### src/verilog/mq_pkg.sv
// constants, carriers and decode helpers for the message queue pointer block
package mq_pkg;

  localparam int unsigned NUM_PTR = 6;
  localparam int unsigned NUM_OWN = 3;
  localparam int unsigned OFS_W = 18;
  localparam int unsigned BASE_W = 12;
  localparam int unsigned OFS_LSB = 2;
  localparam int unsigned BASE_LSB = 20;

  // byte offsets on the register bus
  localparam logic [11:0] CTRL_OFS = 12'h200;
  localparam logic [11:0] IN_FREE_BOT_OFS = 12'h208;
  localparam logic [11:0] IN_POST_TOP_OFS = 12'h20C;
  localparam logic [11:0] IN_POST_BOT_OFS = 12'h210;
  localparam logic [11:0] OUT_FREE_TOP_OFS = 12'h214;
  localparam logic [11:0] OUT_FREE_BOT_OFS = 12'h218;
  localparam logic [11:0] OUT_POST_TOP_OFS = 12'h21C;

  // storage index of each pointer
  localparam logic [2:0] IDX_IN_FREE_BOT = 3'h0;
  localparam logic [2:0] IDX_IN_POST_TOP = 3'h1;
  localparam logic [2:0] IDX_IN_POST_BOT = 3'h2;
  localparam logic [2:0] IDX_OUT_FREE_TOP = 3'h3;
  localparam logic [2:0] IDX_OUT_FREE_BOT = 3'h4;
  localparam logic [2:0] IDX_OUT_POST_TOP = 3'h5;
  // pointers the device advances, by advance request number
  localparam logic [2:0][2:0] OWNED_IDX = {IDX_OUT_FREE_TOP, IDX_IN_POST_TOP, IDX_IN_FREE_BOT};

  // control register fields
  localparam int unsigned CTRL_DIS_BIT = 0;
  localparam int unsigned CTRL_RRBP_BIT = 1;
  localparam int unsigned CTRL_SIZE_LSB = 4;
  localparam int unsigned CTRL_SIZE_MSB = 6;

  // values after reset
  localparam logic [OFS_W-1:0] PTR_RST = 18'h00000;
  localparam logic [BASE_W-1:0] BASE_RST = 12'h000;
  localparam logic [2:0] SIZE_RST = 3'h0;
  localparam logic RRBP_RST = 1'b0;
  localparam logic DIS_RST = 1'b0;

  localparam logic [2:0] SIZE_256 = 3'h0;
  localparam logic [2:0] SIZE_64K = 3'h4;
  localparam logic [31:0] ALL_ONES = 32'hFFFFFFFF;
  localparam logic [31:0] RD_ZERO = 32'h00000000;

  typedef struct packed {
    logic psel;
    logic penable;
    logic pwrite;
    logic [11:0] paddr;
    logic [31:0] pwdata;
  } mq_apb_req_s;

  typedef struct packed {
    logic hit;
    logic is_ctrl;
    logic [2:0] idx;
  } mq_dec_s;

  function automatic mq_dec_s mq_decode(input logic [11:0] addr);
    mq_dec_s d;
    d = '{hit: 1'b1, is_ctrl: 1'b0, idx: 3'h0};
    unique case (addr)
      CTRL_OFS: d.is_ctrl = 1'b1;
      IN_FREE_BOT_OFS: d.idx = IDX_IN_FREE_BOT;
      IN_POST_TOP_OFS: d.idx = IDX_IN_POST_TOP;
      IN_POST_BOT_OFS: d.idx = IDX_IN_POST_BOT;
      OUT_FREE_TOP_OFS: d.idx = IDX_OUT_FREE_TOP;
      OUT_FREE_BOT_OFS: d.idx = IDX_OUT_FREE_BOT;
      OUT_POST_TOP_OFS: d.idx = IDX_OUT_POST_TOP;
      default: d.hit = 1'b0;
    endcase
    return d;
  endfunction

  // word-index bits that wrap for a queue size code
  function automatic logic [OFS_W-1:0] mq_wrap_mask(input logic [2:0] size);
    logic [OFS_W-1:0] m;
    unique case (size)
      3'h0: m = 18'h000FF;
      3'h1: m = 18'h003FF;
      3'h2: m = 18'h00FFF;
      3'h3: m = 18'h03FFF;
      default: m = 18'h0FFFF;
    endcase
    return m;
  endfunction

endpackage

### src/verilog/mq_ptr_adv.sv
// advance of one device-owned queue pointer with wrap at the queue size
`timescale 1ns/1ps
module mq_ptr_adv (
  input wire logic [mq_pkg::OFS_W-1:0] i_offset,
  input wire logic [2:0] i_size,
  input wire logic i_use,
  input wire logic i_disabled,
  output logic o_take,
  output logic [mq_pkg::OFS_W-1:0] o_next
);
  import mq_pkg::*;

  logic [OFS_W-1:0] mask;
  logic [OFS_W-1:0] inc;

  always_comb begin
    mask = mq_wrap_mask(i_size);
    inc = i_offset + 18'h00001;
    o_next = (i_offset & ~mask) | (inc & mask);
    o_take = i_use & ~i_disabled;
  end

endmodule

### src/verilog/mq_apb_slv.sv
// apb slave front end: decode, zero-wait answer, registered read data
`timescale 1ns/1ps
module mq_apb_slv (
  input wire logic i_mclk,
  input wire logic i_srst,
  input wire mq_pkg::mq_apb_req_s i_apb,
  input wire logic [31:0] i_rdata,
  output mq_pkg::mq_dec_s o_dec,
  output logic o_wr,
  output logic [31:0] o_prdata,
  output logic o_pready,
  output logic o_pslverr
);
  import mq_pkg::*;

  logic [31:0] prdata_ff;
  logic setup;
  logic access;

  always_comb begin
    o_dec = mq_decode(i_apb.paddr);
    setup = i_apb.psel & ~i_apb.penable;
    access = i_apb.psel & i_apb.penable;
    o_pready = access;
    o_pslverr = access & ~o_dec.hit;
    o_wr = access & i_apb.pwrite & o_dec.hit;
  end

  // read word caught in setup, shown through the access phase
  always_ff @(posedge i_mclk) begin
    if (i_srst) begin
      prdata_ff <= RD_ZERO;
    end else if (setup) begin
      prdata_ff <= (i_apb.pwrite | ~o_dec.hit) ? RD_ZERO : i_rdata;
    end
  end

  assign o_prdata = prdata_ff;

endmodule

### src/verilog/mq_queue_ptrs.sv
// message queue pointer registers with device-side pointer advance
//
// The APB slave port was decided locally.
`timescale 1ns/1ps
module mq_queue_ptrs (
  input wire logic i_mclk,
  input wire logic i_srst,
  input wire mq_pkg::mq_apb_req_s i_apb,
  output logic [31:0] o_prdata,
  output logic o_pready,
  output logic o_pslverr,
  input wire logic [mq_pkg::NUM_OWN-1:0] i_use,
  output logic [mq_pkg::NUM_OWN-1:0][31:0] o_queue_addr
);
  import mq_pkg::*;

  logic [OFS_W-1:0] offs_ff [NUM_PTR];
  logic [BASE_W-1:0] base_ff;
  logic [2:0] size_ff;
  logic rrbp_ff;
  logic dis_ff;
  logic [31:0] rdata;
  logic wr;
  mq_dec_s dec;
  logic [NUM_OWN-1:0] adv_take;
  logic [NUM_OWN-1:0][OFS_W-1:0] adv_next;
  logic in_post_eq;
  logic out_free_eq;

  mq_apb_slv u_apb (
    .i_mclk(i_mclk),
    .i_srst(i_srst),
    .i_apb(i_apb),
    .i_rdata(rdata),
    .o_dec(dec),
    .o_wr(wr),
    .o_prdata(o_prdata),
    .o_pready(o_pready),
    .o_pslverr(o_pslverr)
  );

  // one advance unit per device-owned pointer
  for (genvar g = 0; g < NUM_OWN; g++) begin : g_adv
    mq_ptr_adv u_adv (
      .i_offset(offs_ff[OWNED_IDX[g]]),
      .i_size(size_ff),
      .i_use(i_use[g]),
      .i_disabled(dis_ff),
      .o_take(adv_take[g]),
      .o_next(adv_next[g])
    );
    // full queue address; all ones while queues are off
    assign o_queue_addr[g] = dis_ff ? ALL_ONES : {base_ff, offs_ff[OWNED_IDX[g]], 2'b00};
  end

  // control register
  always_ff @(posedge i_mclk) begin
    if (i_srst) begin
      base_ff <= BASE_RST;
      size_ff <= SIZE_RST;
      rrbp_ff <= RRBP_RST;
      dis_ff <= DIS_RST;
    end else if (wr && dec.is_ctrl) begin
      base_ff <= i_apb.pwdata[31:BASE_LSB];
      size_ff <= i_apb.pwdata[CTRL_SIZE_MSB:CTRL_SIZE_LSB];
      rrbp_ff <= i_apb.pwdata[CTRL_RRBP_BIT];
      dis_ff <= i_apb.pwdata[CTRL_DIS_BIT];
    end
  end

  // pointer storage; a software write wins over an advance
  always_ff @(posedge i_mclk) begin
    for (int i = 0; i < NUM_PTR; i++) begin
      if (i_srst) begin
        offs_ff[i] <= PTR_RST;
      end else if (wr && !dec.is_ctrl && dec.idx == 3'(i)) begin
        offs_ff[i] <= i_apb.pwdata[BASE_LSB-1:OFS_LSB];
      end else begin
        for (int g = 0; g < NUM_OWN; g++) begin
          if (adv_take[g] && OWNED_IDX[g] == 3'(i)) begin
            offs_ff[i] <= adv_next[g];
          end
        end
      end
    end
  end

  assign in_post_eq = offs_ff[IDX_IN_POST_TOP] == offs_ff[IDX_IN_POST_BOT];
  assign out_free_eq = offs_ff[IDX_OUT_FREE_TOP] == offs_ff[IDX_OUT_FREE_BOT];

  // read word for the addressed register
  always_comb begin
    rdata = RD_ZERO;
    if (dec.is_ctrl) begin
      rdata[31:BASE_LSB] = base_ff;
      rdata[CTRL_SIZE_MSB:CTRL_SIZE_LSB] = size_ff;
      rdata[CTRL_RRBP_BIT] = rrbp_ff;
      rdata[CTRL_DIS_BIT] = dis_ff;
    end else begin
      rdata = {base_ff, offs_ff[dec.idx], 2'b00};
      if (rrbp_ff && dec.idx == IDX_IN_POST_BOT && in_post_eq) begin
        rdata = ALL_ONES;
      end
      if (rrbp_ff && dec.idx == IDX_OUT_FREE_BOT && out_free_eq) begin
        rdata = ALL_ONES;
      end
    end
  end

  // helper state for checks
  logic [OFS_W-1:0] chk_wval_q;
  logic [2:0] chk_widx_q;
  logic chk_wptr_q;
  always_ff @(posedge i_mclk) begin
    if (i_srst) begin
      chk_wval_q <= PTR_RST;
      chk_widx_q <= 3'h0;
      chk_wptr_q <= 1'b0;
    end else begin
      chk_wval_q <= i_apb.pwdata[BASE_LSB-1:OFS_LSB];
      chk_widx_q <= dec.idx;
      chk_wptr_q <= wr & ~dec.is_ctrl;
    end
  end
endmodule

### config.mk
export PLATFORM = sky130hd
export DESIGN_NAME = mq_queue_ptrs
export DESIGN_NICKNAME = d
export VERILOG_FILES = /design/src/verilog/mq_pkg.sv /design/src/verilog/mq_ptr_adv.sv /design/src/verilog/mq_apb_slv.sv /design/src/verilog/mq_queue_ptrs.sv
export SDC_FILE = /design/constraint.sdc
export NUM_CORES = 1
export LEC_CHECK = 0
export BUFFER_PORTS_ARGS = -buffer_cell sky130_fd_sc_hd__buf_4
export CAP_MARGIN = 0
export CORE_MARGIN = 2
export CORE_UTILIZATION = 52
export CTS_BUF_LIST = sky130_fd_sc_hd__clkbuf_8
export DETAILED_ROUTE_END_ITERATION = 8
export HOLD_SLACK_MARGIN = 0.1
export PLACE_DENSITY = 0.86
export REMOVE_ABC_BUFFERS = 1
export SLEW_MARGIN = 40
export SYNTH_ARGS = -nofsm -noshare
export SYNTH_HDL_FRONTEND = slang
export SYNTH_SLANG_ARGS = --single-unit
### constraint.sdc
create_clock -name i_mclk -period 4.8 [get_ports i_mclk]
set_input_delay 0.48 -clock i_mclk [delete_from_list [all_inputs] [get_ports i_mclk]]
set_output_delay 0.48 -clock i_mclk [all_outputs]
set_load 0.01 [all_outputs]
==> key figures <==
Critical path
  • Worst EP required: 5.17 ns
  • Most used cell, CP: buf_4
  • FF-to-FF path depth: 6
  • R2R setup slack: 2.27 ns
  • Reg2reg start: offs_ff[0][1]
  • Worst EP arrival: 3.20 ns
  • Crit. End Element: flop
  • Slowest cell on the critical path: nor4_2
  • CP Class: in2reg
  • CP Cell Sequence: buf_4 > nor4_2 > nand4b_1 > nor4_1 > a22oi_2 > buf_4 > a221oi_1
  • Max incr delay on CP: 0.75 ns
  • CP Buf/Inv Count: 2
  • Critical path's top delay family: simple AND/OR/NAND/NOR gates
  • Critical path peak fanout: 22
  • Startpoint types: input port

Place
  • Number of port buffers: 181
  • Placed Area: 10600 µm²
  • Inst Count DP: 1290
  • Place WS: 1.37 ns
  • GPL Wtd Cong: 0.937
  • Dpl hpwl: 20500 µm

Floorplanning
  • Initial Utilization: 53.4%
  • Rows: 48
  • Ports: 182
  • Core area: 17300 µm²
  • Die Wd: 137 µm
  • Die ar.: 18800 µm²
  • Die height: 137 µm

Logic synthesis
  • Mapped Cells: 964
  • Synth Flop Type: edfxtp_1
  • YS warnings: 0
  • Register area share after synthesis: 45.8%
  • FF+latch count, synth: 157
  • Syn Area/Cell: 9.57 µm²
  • FFs w/ async S/R, synth: 0%
  • Cell area after synthesis: 9230 µm²
  • Unique masters post-synth: 63
  • Post-synth EDFFs: 108

Global routing
  • Largest net degree at the start of global routing: 72
  • First-pass GRT wire length: 43800 µm
  • Tot GR Track Use: 31.3%
  • Initial antenna violation count: 0
  • Vias in the first global route: 7774
  • Grt ovf: 0

Layout
  • Area growth from synthesis to final layout: 19.0%
  • Diodes inserted: 0
  • Commonest non-fill, non-tap cell in the layout: buf_4
  • Share of cells above drive strength 1: 30.4%
  • Final non-filler cell area: 11000 µm²
  • FF+latch area: 4230 µm²
  • Area taken by multi-input logic gates: 4550 µm²
  • Most frequent cells in the layout: buf_4, nand2_1, edfxtp_1, or2_2, and2_1
  • Layout fillers: 1397
  • Cell Count, Final, Fillers Out: 1322
  • # nets final: 1139

Hold path
  • Hold EP: base_ff[3]
  • Hold Path Stages: 3
  • Hold/Removal Path Class: in2reg
  • Worst hold start: i_apb[23]

Clock network
  • Cells resized by post-CTS repair: 0
  • Hold-fix buffers, CTS: 0
  • Root buffer cell: clkbuf_8
  • Post-CTS Setup Repair Bufs: 0
  • CTS tree: yes
  • Clock slew at reported path FFs: 0.09 ns
  • CTS max path bufs: 2
  • Clock sinks: 157
  • Num CTS Buffers: 17
  • Clock latency on the worst-skew pair: 0.47 ns
  • CTS H-Tree Depth: 4

Timing
  • Min Clock Period, post-route: 2.83 ns
  • Clock Skew: 0.0114 ns
  • Final period utilization: 58.9%
  • Highest Clock Rate: 0.354 GHz
  • Hold Violations, Final: 0
  • Setup violation total in the final timing report: 0
  • Worst-Margin Slew: 0.934 ns
  • RSZ-0062 raised after global routing: no
  • Worst setup margin: 1.97 ns
  • Max Slew Vio Count: 0
  • Slew margin rel.: 37.3%
  • Hold Slack: 0.251 ns

Routing
  • Via density: 6.31
  • Pre-antenna DRT Iters: 5
  • ANT nets after route: 0
  • Via count: 8344
  • Post-DR wirelength/cell: 22.3 µm
  • # DRC: 0
  • Routed WL: 29500 µm
  • Initial drt markers: 1130

Status
  • Status: finished clean

Job
  • Number of max-cap violations: 0

Power
  • Total chip power: 2.91 mW
  • Lkg Pwr: 4.18 nW
  • PwrDens: 265 nW/µm²
  • VDD IR max: 205 µV
logic make-up (layout without fill, tap and decap cells):
logic type / after synthesis / in the layout / synth area share [%]
AOI/OAI and AO/OA: 182 / 182 / 13.4
and+or+nand+nor: 415 / 415 / 24.6
DFF: 157 / 157 / 45.8
buffers and inverters: 107 / 240 / 5.90
xor gates and xnor gates: 79 / 79 / 7.50
muxes: 21 / 21 / 2.48
adders and majority gates: 3 / 3 / 0.407
worst reg2reg max path: stages (launching register included):
cell and delay, ns:
edfxtp_1 0.46, ha_1 0.25, nand4_1 0.22, nor3_1 0.77
nand2_1 0.15, xnor2_1 0.16, a32o_1 0.28
worst max-delay path by stage:
stage,from,to,slack [ns],cells past startpoint
detailed placement,i_apb[38],offs_ff[1][6],1.37,6
global route,i_apb[38],u_apb.o_prdata[27],1.96,7
finish,i_apb[38],u_apb.o_prdata[26],1.97,7
global placement,i_apb[40],offs_ff[4][0],1.47,5
floorplan,i_apb[35],u_apb.o_prdata[20],-0.05,5
CTS,i_apb[38],offs_ff[1][6],1.85,6
stage by stage:
step	setup TNS, ns	utilization, %
detailed placement	0	61.1
global placement	0	60.8
floorplan	-0.505	-
finish	0	63.5
CTS	0	63.4
global route	0	63.5
routing by layer:
metal	global-route usage, %	routed length, µm	share of wire [%]
met5	0	0	0
met4	13.2	1190	4.0
met3	8.13	3730	13
met2	48.9	13800	47
met1	41.3	10800	37
power by group:
| part | internal [mW] | total (mW) | switching, mW |
|---|---|---|---|
| clock network | 0.519 | 1.03 | 0.512 |
| registers | 1.49 | 1.56 | 0.0679 |
| logic | 0.141 | 0.314 | 0.173 |
cell usage after synthesis (10+ instances only):
cell type	count	share of area, %
or2_2	66	4.5
nand3_1	24	1.3
o31ai_1	12	0.98
a211oi_1	16	1.3
nor3_1	10	0.54
o211ai_1	19	1.5
nor2_1	32	1.3
mux2_2	15	1.8
clkbuf_1	56	2.3
nand2_1	131	5.3
o21ai_0	32	1.7
a21oi_1	40	2.2
inv_1	11	0.45
or4_1	16	1.3
dfxtp_1	49	11
buf_4	30	2.4
xor2_1	21	2.0
a221oi_1	12	1.1
and2_1	60	4.1
and3_1	22	1.5
edfxtp_1	108	35
xnor2_1	58	5.5
nand4_1	22	1.5
o22ai_1	16	1.1
area by class of cell:
type	count	share of cell area, %
Multi-Input combinational cell	700	41.4
Inverter	11	0.376
Tap cell	225	2.56
Sequential cell	157	38.5
Clock buffer	18	2.26
Timing Repair Buffer	197	13.5
Clock inverter	14	1.40
(Power assumes the default switching activity.)
